### config.mk
export PLATFORM = sky130hd
export DESIGN_NAME = stlcp_lamp_page
export DESIGN_NICKNAME = d
export VERILOG_FILES = /design/src/verilog/stlcp_lamp_page.v
export VERILOG_INCLUDE_DIRS = /design/src /design/src/include
export SDC_FILE = /design/constraint.sdc
export NUM_CORES = 1
export LEC_CHECK = 0
export BUFFER_PORTS_ARGS = -buffer_cell sky130_fd_sc_hd__buf_2
export CORE_MARGIN = 3
export CORE_UTILIZATION = 44
export DETAILED_ROUTE_END_ITERATION = 12
export PLACE_DENSITY = 0.68
export SETUP_SLACK_MARGIN = 0.4
export SYNTH_ARGS = -nofsm -noshare
export SYNTH_HDL_FRONTEND = slang
export SYNTH_SLANG_ARGS = --single-unit
### constraint.sdc
create_clock -name clk -period 2.1 [get_ports clk]
set_input_delay 0.315 -clock clk [delete_from_list [all_inputs] [get_ports clk]]
set_output_delay 0.315 -clock clk [all_outputs]
set_load 0.02 [all_outputs]
### src/include/stlcp_map.vh
`ifndef STLCP_MAP_VH
`define STLCP_MAP_VH

// register offsets within the page (5-bit address)
`define STLCP_ROUTE_AB    5'h00
`define STLCP_ROUTE_CD    5'h01
`define STLCP_ROUTE_EF    5'h02
`define STLCP_ROUTE_GH    5'h03
`define STLCP_ROUTE_IJ    5'h04
`define STLCP_IDLE_CFG    5'h05
`define STLCP_LINE1_SEL   5'h06
`define STLCP_LINE2_SEL   5'h07
`define STLCP_LINE3_SEL   5'h08
`define STLCP_LINE4_SEL   5'h09
`define STLCP_LINE5_SEL   5'h0A
`define STLCP_RED_ON_HI   5'h0B
`define STLCP_RED_ON_LO   5'h0C
`define STLCP_RED_OFF_HI  5'h0D
`define STLCP_RED_OFF_LO  5'h0E
`define STLCP_GRN_ON_HI   5'h0F
`define STLCP_GRN_ON_LO   5'h10
`define STLCP_GRN_OFF_HI  5'h11
`define STLCP_GRN_OFF_LO  5'h12
`define STLCP_BLU_ON_HI   5'h13
`define STLCP_BLU_ON_LO   5'h14
`define STLCP_BLU_OFF_HI  5'h15
`define STLCP_BLU_OFF_LO  5'h16
`define STLCP_IR1_ON_HI   5'h17
`define STLCP_IR1_ON_LO   5'h18
`define STLCP_IR1_OFF_HI  5'h19
`define STLCP_IR1_OFF_LO  5'h1A
`define STLCP_IR2_ON_HI   5'h1B
`define STLCP_IR2_ON_LO   5'h1C
`define STLCP_PAGE_SEL    5'h1F

// bank size and layout of each lamp's group of four registers
`define STLCP_NUM_REGS    29
`define STLCP_LAMP_STRIDE 4
`define STLCP_SLOT_ON_HI  2'h0
`define STLCP_SLOT_ON_LO  2'h1
`define STLCP_SLOT_OFF_HI 2'h2
`define STLCP_SLOT_OFF_LO 2'h3

// page number of this page
`define STLCP_THIS_PAGE   3'h3

// field masks: writable bits per register kind
`define STLCP_MASK_FULL   8'hFF
`define STLCP_MASK_IDLE   8'hF9
`define STLCP_MASK_LINE   8'h1F
`define STLCP_MASK_ON_HI  8'h1F
`define STLCP_MASK_OFF_HI 8'h0F
`define STLCP_MASK_PAGE   8'h07

// field positions
`define STLCP_SHM_BIT     4
`define STLCP_OVL_BIT     0

// reset values of the lamp position block, offsets 0x0B..0x1C
`define STLCP_RST_ON_HI   8'h00
`define STLCP_RST_RED_ON  8'h11
`define STLCP_RST_GRN_ON  8'h12
`define STLCP_RST_BLU_ON  8'h13
`define STLCP_RST_IR1_ON  8'h14
`define STLCP_RST_IR2_ON  8'h15
`define STLCP_RST_OFF_HI  8'h03
`define STLCP_RST_RED_OFF 8'h06
`define STLCP_RST_GRN_OFF 8'h00
`define STLCP_RST_BLU_OFF 8'h30
`define STLCP_RST_IR1_OFF 8'h30
`define STLCP_RST_OTHER   8'h00
`define STLCP_RST_PAGE    3'h0

`endif

### src/verilog/stlcp_lamp_page.v
// Function
// - page-select at 1F; value 3 opens page
// - page-select reachable on every page
// - five line lamp-enable registers, bits 4..0
// - lamp positions 12 bit, high nibble+low byte
// - on-high bit 4 merges sample-hold pulse
// - on-low resets 0x11..0x15, on-high zero
// - off positions reset 0x306,0x300,0x330,0x330
// - only three page bits kept, rest zero
`timescale 1ns/1ns
`include "stlcp_map.vh"

module stlcp_lamp_page (
    clk,
    srst,
    addr,
    wdata,
    wr_stb,
    rd_stb,
    rdata,
    page_sel,
    page_active,
    route_pins,
    idle_levels,
    pulse_light_overlap_allow,
    line_light_en,
    light_on_pos,
    light_off_pos,
    sample_hold_merge
);
    input  wire        clk;
    input  wire        srst;
    input  wire [4:0]  addr;
    input  wire [7:0]  wdata;
    input  wire        wr_stb;
    input  wire        rd_stb;
    output reg  [7:0]  rdata;
    output wire [2:0]  page_sel;
    output wire        page_active;
    output wire [39:0] route_pins;
    output wire [4:0]  idle_levels;
    output wire        pulse_light_overlap_allow;
    output wire [24:0] line_light_en;
    output wire [59:0] light_on_pos;
    output wire [59:0] light_off_pos;
    output wire [4:0]  sample_hold_merge;

    ////////////////////////////////////////////////////////////////////////
    // storage: 29 page registers (0x00..0x1C) and the page selector
    reg  [7:0] regs_q [0:28];
    reg  [2:0] page_q;
    reg  [7:0] rdata_d;
    wire       hit_page;
    wire       hit_bank;
    wire       wr_bank;
    wire       rd_bank;
    integer    k;

    ////////////////////////////////////////////////////////////////////////
    // offset decoding, shared by the mask and the read and write paths

    // offset lies inside the paged bank; 0x1D and 0x1E hold nothing here
    function in_bank;
        input [4:0] a;
        begin
            in_bank = (a <= `STLCP_IR2_ON_LO);
        end
    endfunction

    // offset is one of the five pin-routing registers
    function is_route;
        input [4:0] a;
        begin
            is_route = (a <= `STLCP_ROUTE_IJ);
        end
    endfunction

    // offset is the idle-level and overlap register
    function is_idle;
        input [4:0] a;
        begin
            is_idle = (a == `STLCP_IDLE_CFG);
        end
    endfunction

    // offset is one of the five line lamp-enable registers
    function is_line;
        input [4:0] a;
        begin
            is_line = (a >= `STLCP_LINE1_SEL) && (a <= `STLCP_LINE5_SEL);
        end
    endfunction

    // slot inside a lamp's group of four registers:
    // on high, on low, off high, off low
    function [1:0] lamp_slot;
        input [4:0] a;
        reg   [4:0] rel;
        begin
            rel       = a - `STLCP_RED_ON_HI;
            lamp_slot = rel[1:0];
        end
    endfunction

    // offset belongs to the lamp position block
    function in_lamps;
        input [4:0] a;
        begin
            in_lamps = (a >= `STLCP_RED_ON_HI) && in_bank(a);
        end
    endfunction

    // turn-on high register: position nibble plus the merge flag
    function is_on_hi;
        input [4:0] a;
        begin
            is_on_hi = in_lamps(a) && (lamp_slot(a) == `STLCP_SLOT_ON_HI);
        end
    endfunction

    // turn-off high register: position nibble only
    function is_off_hi;
        input [4:0] a;
        begin
            is_off_hi = in_lamps(a) && (lamp_slot(a) == `STLCP_SLOT_OFF_HI);
        end
    endfunction

    // low byte of either position, all eight bits used
    function is_pos_lo;
        input [4:0] a;
        begin
            is_pos_lo = in_lamps(a) && ((lamp_slot(a) == `STLCP_SLOT_ON_LO) ||
                                        (lamp_slot(a) == `STLCP_SLOT_OFF_LO));
        end
    endfunction

    // writable-bit mask per offset; reserved bits stay zero so a
    // whole-byte write never disturbs a neighbouring field
    function [7:0] stlcp_mask;
        input [4:0] a;
        begin
            stlcp_mask = 8'h00;
            if (is_route(a))
                stlcp_mask = `STLCP_MASK_FULL;
            else if (is_idle(a))
                stlcp_mask = `STLCP_MASK_IDLE;
            else if (is_line(a))
                stlcp_mask = `STLCP_MASK_LINE;
            else if (is_on_hi(a))
                stlcp_mask = `STLCP_MASK_ON_HI;
            else if (is_off_hi(a))
                stlcp_mask = `STLCP_MASK_OFF_HI;
            else if (is_pos_lo(a))
                stlcp_mask = `STLCP_MASK_FULL;
        end
    endfunction

    // reset value per offset
    function [7:0] stlcp_rst;
        input [4:0] a;
        begin
            case (a)
                // turn-on high registers clear, merge flags off
                `STLCP_RED_ON_HI:  stlcp_rst = `STLCP_RST_ON_HI;
                `STLCP_GRN_ON_HI:  stlcp_rst = `STLCP_RST_ON_HI;
                `STLCP_BLU_ON_HI:  stlcp_rst = `STLCP_RST_ON_HI;
                `STLCP_IR1_ON_HI:  stlcp_rst = `STLCP_RST_ON_HI;
                `STLCP_IR2_ON_HI:  stlcp_rst = `STLCP_RST_ON_HI;

                // turn-on low bytes, one step apart per lamp
                `STLCP_RED_ON_LO:  stlcp_rst = `STLCP_RST_RED_ON;
                `STLCP_GRN_ON_LO:  stlcp_rst = `STLCP_RST_GRN_ON;
                `STLCP_BLU_ON_LO:  stlcp_rst = `STLCP_RST_BLU_ON;
                `STLCP_IR1_ON_LO:  stlcp_rst = `STLCP_RST_IR1_ON;
                `STLCP_IR2_ON_LO:  stlcp_rst = `STLCP_RST_IR2_ON;

                // turn-off high nibbles
                `STLCP_RED_OFF_HI: stlcp_rst = `STLCP_RST_OFF_HI;
                `STLCP_GRN_OFF_HI: stlcp_rst = `STLCP_RST_OFF_HI;
                `STLCP_BLU_OFF_HI: stlcp_rst = `STLCP_RST_OFF_HI;
                `STLCP_IR1_OFF_HI: stlcp_rst = `STLCP_RST_OFF_HI;

                // turn-off low bytes
                `STLCP_RED_OFF_LO: stlcp_rst = `STLCP_RST_RED_OFF;
                `STLCP_GRN_OFF_LO: stlcp_rst = `STLCP_RST_GRN_OFF;
                `STLCP_BLU_OFF_LO: stlcp_rst = `STLCP_RST_BLU_OFF;
                `STLCP_IR1_OFF_LO: stlcp_rst = `STLCP_RST_IR1_OFF;

                // routing, idle, line and unused offsets clear
                default:           stlcp_rst = `STLCP_RST_OTHER;
            endcase
        end
    endfunction

    ////////////////////////////////////////////////////////////////////////
    // page selector lives outside paging so it is always reachable
    assign hit_page    = (addr == `STLCP_PAGE_SEL);
    assign page_active = (page_q == `STLCP_THIS_PAGE);
    assign page_sel    = page_q;

    // bank accesses count only while this page is the active one
    assign hit_bank = in_bank(addr);
    assign wr_bank  = wr_stb && page_active && hit_bank;
    assign rd_bank  = rd_stb && page_active && hit_bank;

    // selector keeps only the three page bits
    always @(posedge clk) begin
        if (srst) begin
            page_q <= `STLCP_RST_PAGE;
        end else if (wr_stb && hit_page) begin
            page_q <= wdata[2:0];
        end
    end

    // paged registers in one process, so every word has a single driver;
    // reserved bits are dropped on the way in
    always @(posedge clk) begin
        if (srst) begin
            for (k = 0; k < `STLCP_NUM_REGS; k = k + 1) begin
                regs_q[k] <= stlcp_rst(k[4:0]);
            end
        end else if (wr_bank) begin
            regs_q[addr] <= wdata & stlcp_mask(addr);
        end
    end

    ////////////////////////////////////////////////////////////////////////
    // read mux: selector, one bank word, or zero for anything else
    always @* begin
        rdata_d = 8'h00;
        if (rd_stb && hit_page) begin
            rdata_d = {5'h00, page_q};
        end else if (rd_bank) begin
            case (addr)
                `STLCP_ROUTE_AB:   rdata_d = regs_q[`STLCP_ROUTE_AB]   & `STLCP_MASK_FULL;
                `STLCP_ROUTE_CD:   rdata_d = regs_q[`STLCP_ROUTE_CD]   & `STLCP_MASK_FULL;
                `STLCP_ROUTE_EF:   rdata_d = regs_q[`STLCP_ROUTE_EF]   & `STLCP_MASK_FULL;
                `STLCP_ROUTE_GH:   rdata_d = regs_q[`STLCP_ROUTE_GH]   & `STLCP_MASK_FULL;
                `STLCP_ROUTE_IJ:   rdata_d = regs_q[`STLCP_ROUTE_IJ]   & `STLCP_MASK_FULL;
                `STLCP_IDLE_CFG:   rdata_d = regs_q[`STLCP_IDLE_CFG]   & `STLCP_MASK_IDLE;
                `STLCP_LINE1_SEL:  rdata_d = regs_q[`STLCP_LINE1_SEL]  & `STLCP_MASK_LINE;
                `STLCP_LINE2_SEL:  rdata_d = regs_q[`STLCP_LINE2_SEL]  & `STLCP_MASK_LINE;
                `STLCP_LINE3_SEL:  rdata_d = regs_q[`STLCP_LINE3_SEL]  & `STLCP_MASK_LINE;
                `STLCP_LINE4_SEL:  rdata_d = regs_q[`STLCP_LINE4_SEL]  & `STLCP_MASK_LINE;
                `STLCP_LINE5_SEL:  rdata_d = regs_q[`STLCP_LINE5_SEL]  & `STLCP_MASK_LINE;
                `STLCP_RED_ON_HI:  rdata_d = regs_q[`STLCP_RED_ON_HI]  & `STLCP_MASK_ON_HI;
                `STLCP_RED_ON_LO:  rdata_d = regs_q[`STLCP_RED_ON_LO]  & `STLCP_MASK_FULL;
                `STLCP_RED_OFF_HI: rdata_d = regs_q[`STLCP_RED_OFF_HI] & `STLCP_MASK_OFF_HI;
                `STLCP_RED_OFF_LO: rdata_d = regs_q[`STLCP_RED_OFF_LO] & `STLCP_MASK_FULL;
                `STLCP_GRN_ON_HI:  rdata_d = regs_q[`STLCP_GRN_ON_HI]  & `STLCP_MASK_ON_HI;
                `STLCP_GRN_ON_LO:  rdata_d = regs_q[`STLCP_GRN_ON_LO]  & `STLCP_MASK_FULL;
                `STLCP_GRN_OFF_HI: rdata_d = regs_q[`STLCP_GRN_OFF_HI] & `STLCP_MASK_OFF_HI;
                `STLCP_GRN_OFF_LO: rdata_d = regs_q[`STLCP_GRN_OFF_LO] & `STLCP_MASK_FULL;
                `STLCP_BLU_ON_HI:  rdata_d = regs_q[`STLCP_BLU_ON_HI]  & `STLCP_MASK_ON_HI;
                `STLCP_BLU_ON_LO:  rdata_d = regs_q[`STLCP_BLU_ON_LO]  & `STLCP_MASK_FULL;
                `STLCP_BLU_OFF_HI: rdata_d = regs_q[`STLCP_BLU_OFF_HI] & `STLCP_MASK_OFF_HI;
                `STLCP_BLU_OFF_LO: rdata_d = regs_q[`STLCP_BLU_OFF_LO] & `STLCP_MASK_FULL;
                `STLCP_IR1_ON_HI:  rdata_d = regs_q[`STLCP_IR1_ON_HI]  & `STLCP_MASK_ON_HI;
                `STLCP_IR1_ON_LO:  rdata_d = regs_q[`STLCP_IR1_ON_LO]  & `STLCP_MASK_FULL;
                `STLCP_IR1_OFF_HI: rdata_d = regs_q[`STLCP_IR1_OFF_HI] & `STLCP_MASK_OFF_HI;
                `STLCP_IR1_OFF_LO: rdata_d = regs_q[`STLCP_IR1_OFF_LO] & `STLCP_MASK_FULL;
                `STLCP_IR2_ON_HI:  rdata_d = regs_q[`STLCP_IR2_ON_HI]  & `STLCP_MASK_ON_HI;
                `STLCP_IR2_ON_LO:  rdata_d = regs_q[`STLCP_IR2_ON_LO]  & `STLCP_MASK_FULL;
                default:           rdata_d = 8'h00;
            endcase
        end
    end

    // read data valid only in the cycle after the strobe, zero otherwise
    always @(posedge clk) begin
        if (srst) begin
            rdata <= 8'h00;
        end else begin
            rdata <= rdata_d;
        end
    end

    ////////////////////////////////////////////////////////////////////////
    // decoded configuration toward the timing generator
    // idle levels: bit 4 red down to bit 0 second infrared
    assign idle_levels               = regs_q[`STLCP_IDLE_CFG][7:3];
    assign pulse_light_overlap_allow = regs_q[`STLCP_IDLE_CFG][`STLCP_OVL_BIT];

    genvar gp;
    generate
        // pin routing: upper nibble first pin, lower nibble next
        for (gp = 0; gp < 5; gp = gp + 1) begin : g_route
            assign route_pins[8*gp+7:8*gp] = regs_q[`STLCP_ROUTE_AB + gp];
        end
        // line slot lamp enables, bit 4 red .. bit 0 second infrared
        for (gp = 0; gp < 5; gp = gp + 1) begin : g_line
            assign line_light_en[5*gp+4:5*gp] = regs_q[`STLCP_LINE1_SEL + gp][4:0];
        end
        // turn-on positions and merge flags, four registers per lamp
        for (gp = 0; gp < 5; gp = gp + 1) begin : g_lamp
            wire [4:0] on_hi;
            wire [7:0] on_lo;
            assign on_hi = regs_q[`STLCP_RED_ON_HI + `STLCP_LAMP_STRIDE*gp][4:0];
            assign on_lo = regs_q[`STLCP_RED_ON_HI + `STLCP_LAMP_STRIDE*gp + 1];
            assign light_on_pos[12*gp+11:12*gp] = {on_hi[3:0], on_lo};
            assign sample_hold_merge[gp]        = on_hi[`STLCP_SHM_BIT];
        end
        // turn-off positions of the four lamps held on this page
        for (gp = 0; gp < 4; gp = gp + 1) begin : g_off
            wire [3:0] off_hi;
            wire [7:0] off_lo;
            assign off_hi = regs_q[`STLCP_RED_ON_HI + `STLCP_LAMP_STRIDE*gp + 2][3:0];
            assign off_lo = regs_q[`STLCP_RED_ON_HI + `STLCP_LAMP_STRIDE*gp + 3];
            assign light_off_pos[12*gp+11:12*gp] = {off_hi, off_lo};
        end
    endgenerate

    // second infrared off position sits on another page
    assign light_off_pos[59:48] = 12'h000;

endmodule

==> impl_metrics.yaml <==
cells_and_area:
  final_util: 0.645
  drive_above_1_share: 0.494
  antenna_cells: 0
  area_growth_pct: 42.5
  n_fill_cell: 1623
  nNetsFinal: 1165
synth:
  synthCells: 805
  synthTopCellsByArea: "edfxtp_1, nor2_1, mux2i_1"
  yosysWarnings: 0
  ys_seq_area_frac: 0.621
  synth_area_per_cell_um2: 11.5
  synth-simple-area-share: 0.201
  synth_most_common_cell: "nor2_1"
  synth.top_cells.by_count: "nor2_1, edfxtp_1, nand2_1, nand2b_1, buf_2"
  yosys_most_used_dff: "edfxtp_1"
  synth_compound_area_frac: 0.0893
  netlist_area_um2: 9250
  synth.area.mux_share: 0.0359
  yosysTopAreaCellShare: 0.598
  synthXorXnorAreaFrac: 0
  synthAdderAreaFrac: 0
  synth_top_family_by_area: "simple AND/OR/NAND/NOR gates"
  ys_ff_latch: 195
  yosysTopAreaCell: "edfxtp_1"
  synth_cell_type_count: 69
  async_flop_share: 0
  synth_enable_flop_cells: 184
power:
  p_int_mw: 6.32
  power.leakage_nw: 5.35
  p_per_area_nw_per_um2: 667
  p_seq_frac: 0.504
  power_frac_clock: 0.364
  swShare: 0.282
  p_sw_mw: 2.48
  pwr-share-comb: 0.131
  vdd_drop_max_mv: 0.577
timing:
  tightest_slew_ps: 900
  min_period_ps: 1810
  final-setup-viol-count: 0
  hold_violations: 0
  max_freq_ghz: 0.552
  hold_ws_ps: 132
  drv_slew: 0
  skew_ps: 12.2
  maxSlewHeadroom: 0.397
  timing.final.crit_share: 0.863
  rsz0062_at_grt: "true"
route:
  vias: 8571
  drtPass1Iterations: 5
  avgViaCountPerCell: 5.99
  routedWlPerCell_um: 26.2
  postRouteAntennaNets: 0
  drc: 0
  wl_um: 37500
  drtIter0Drc: 1053
clock_network:
  numCtsBuffers: 17
  clock_sinks: 195
  clock_latency_ps: 440
  clock_path_buffers: 2
  cts_tree: "built"
  htree_levels: 4
  path_clk_slew_ps: 80
  cts_root_buf: "clkbuf_16"
  hold_buffers: 0
die:
  io_pins: 225
  fp.dieH_um: 151
  core-area_um2: 20400
  die_area_um2: 22800
  row_count: 52
  die_x_um: 151
  start_util: 0.453
grt:
  grt_pass1_vias: 7942
  grt_usage: 0.322
  grt_pass1_wl_um: 52600
  grt_max_degree: 30
  grt_antenna_before_repair: 0
  grt.overflow.total: 0
run:
  max_cap_viol_count: 0
place:
  gp_congestion: 1.02
  portBuffers: 212
  hpwl_um: 28100
critical_path:
  cp-start-kind: "register"
  cp_max_fo: 8
  endpoint_kind: "register"
  crit_type: "register to register"
  reg2reg_slack_ps: 290
  cp.required_ps: 2230
  arrival_ps: 1950
outcome:
  status: "completed"
min_path:
  hold_class: "input port to register"
worst max-delay path: stages, from the launching register on:
cell      delay, ps
dfxtp_4         340
and3b_2         260
and3b_2         210
buf_6           130
nand2_4          60
nor2_4          210
nand2_4         100
nand2b_4        190
final timing paths:
path                                                from                          to  cells after the start
worst max-delay path            page_sel[2]$_SDFFE_PP0P_  regs_q[1][3]$_SDFFCE_PN0P_                      7
worst min-delay path                                srst    page_sel[1]$_SDFFE_PP0P_                      2
worst max register to register  page_sel[2]$_SDFFE_PP0P_  regs_q[1][3]$_SDFFCE_PN0P_                      7
worst min register to register  page_sel[2]$_SDFFE_PP0P_         rdata[2]$_SDFF_PP0_                      3
sequential cells by signal, summed over array words and instances, names as in the netlist:
| signal | count |
|---|---|
| page_sel | 3 |
| rdata | 8 |
| regs_q | 184 |
power groups by stage:
stage,logic [mW],registers [mW],clock network [mW]
after floorplan,0.484,4.61,0
after detailed placement,1.05,4.52,0
after global placement,1.04,4.52,0
after global routing,1.20,4.44,3.38
final,1.15,4.44,3.20
after CTS,1.08,4.43,3.21
cells in the final DEF, fill, tap and decap left out, types with 6 or more instances in the layout:
| cell type | instances |
|---|---|
| conb_1 | 12 |
| dfxtp_1 | 8 |
| nand2_4 | 10 |
| nand2b_1 | 6 |
| clkbuf_16 | 17 |
| a21oi_1 | 7 |
| nor2_4 | 28 |
| a22oi_1 | 14 |
| nand3_4 | 6 |
| a31oi_1 | 8 |
| buf_4 | 138 |
| o21ai_0 | 8 |
| nand2b_4 | 26 |
| nor2b_1 | 6 |
| buf_2 | 208 |
| inv_1 | 6 |
| nand2_2 | 19 |
| nand4_1 | 11 |
| edfxtp_1 | 184 |
| a22o_1 | 13 |
| nand3_1 | 24 |
| buf_6 | 23 |
| nor2_1 | 151 |
| nor2_2 | 19 |
| mux2i_1 | 25 |
| nand2_1 | 39 |
| buf_12 | 13 |
| o32ai_1 | 8 |
metal layers:
layer,track usage,share of wire,vias to the layer above
met4,0.0916,0.026,0
li1,-,-,3622
met3,0.0655,0.12,68
met1,0.457,0.38,4212
met2,0.504,0.47,669
met5,0,0,-
stage by stage:
step	power, mW	cells	TNS [ps]	instance area, um2	setup slack [ps]
floorplan	5.10	816	0	9610	298
global placement	5.56	1370	-517	11700	-162
detailed placement	5.57	1370	-2860	11700	-137
CTS	8.72	1412	0	12600	295
global route	9.02	1431	0	13200	264
finish	8.79	1431	0	13200	288
logic make-up (layout without fill, tap and decap cells):
family | Yosys count | count (layout)
AO/OA/AOI/OAI | 105 | 105
AND/OR/NAND/NOR | 395 | 395
flip-flops | 195 | 195
multiplexers | 31 | 31
buffers and inverters | 78 | 423
other | 1 | 12
timing repair:
item                                    in CTS  in global routing
endpoints found under the setup margin     278                277
buffers inserted                            10                 19
pin swaps                                   17                 32
resized for setup                           56                112
final cells by class:
type	instances	area (um2)	share of cell area
Clock buffer	17	425	0.0323
Clock inverter	15	148	0.0112
Inverter	7	30.0	0.00228
Multi-Input combinational cell	543	3860	0.293
Sequential cell	195	5760	0.437
Tap cell	270	338	0.0256
Timing Repair Buffer	384	2620	0.199
Power figures use the tool's default switching activity.
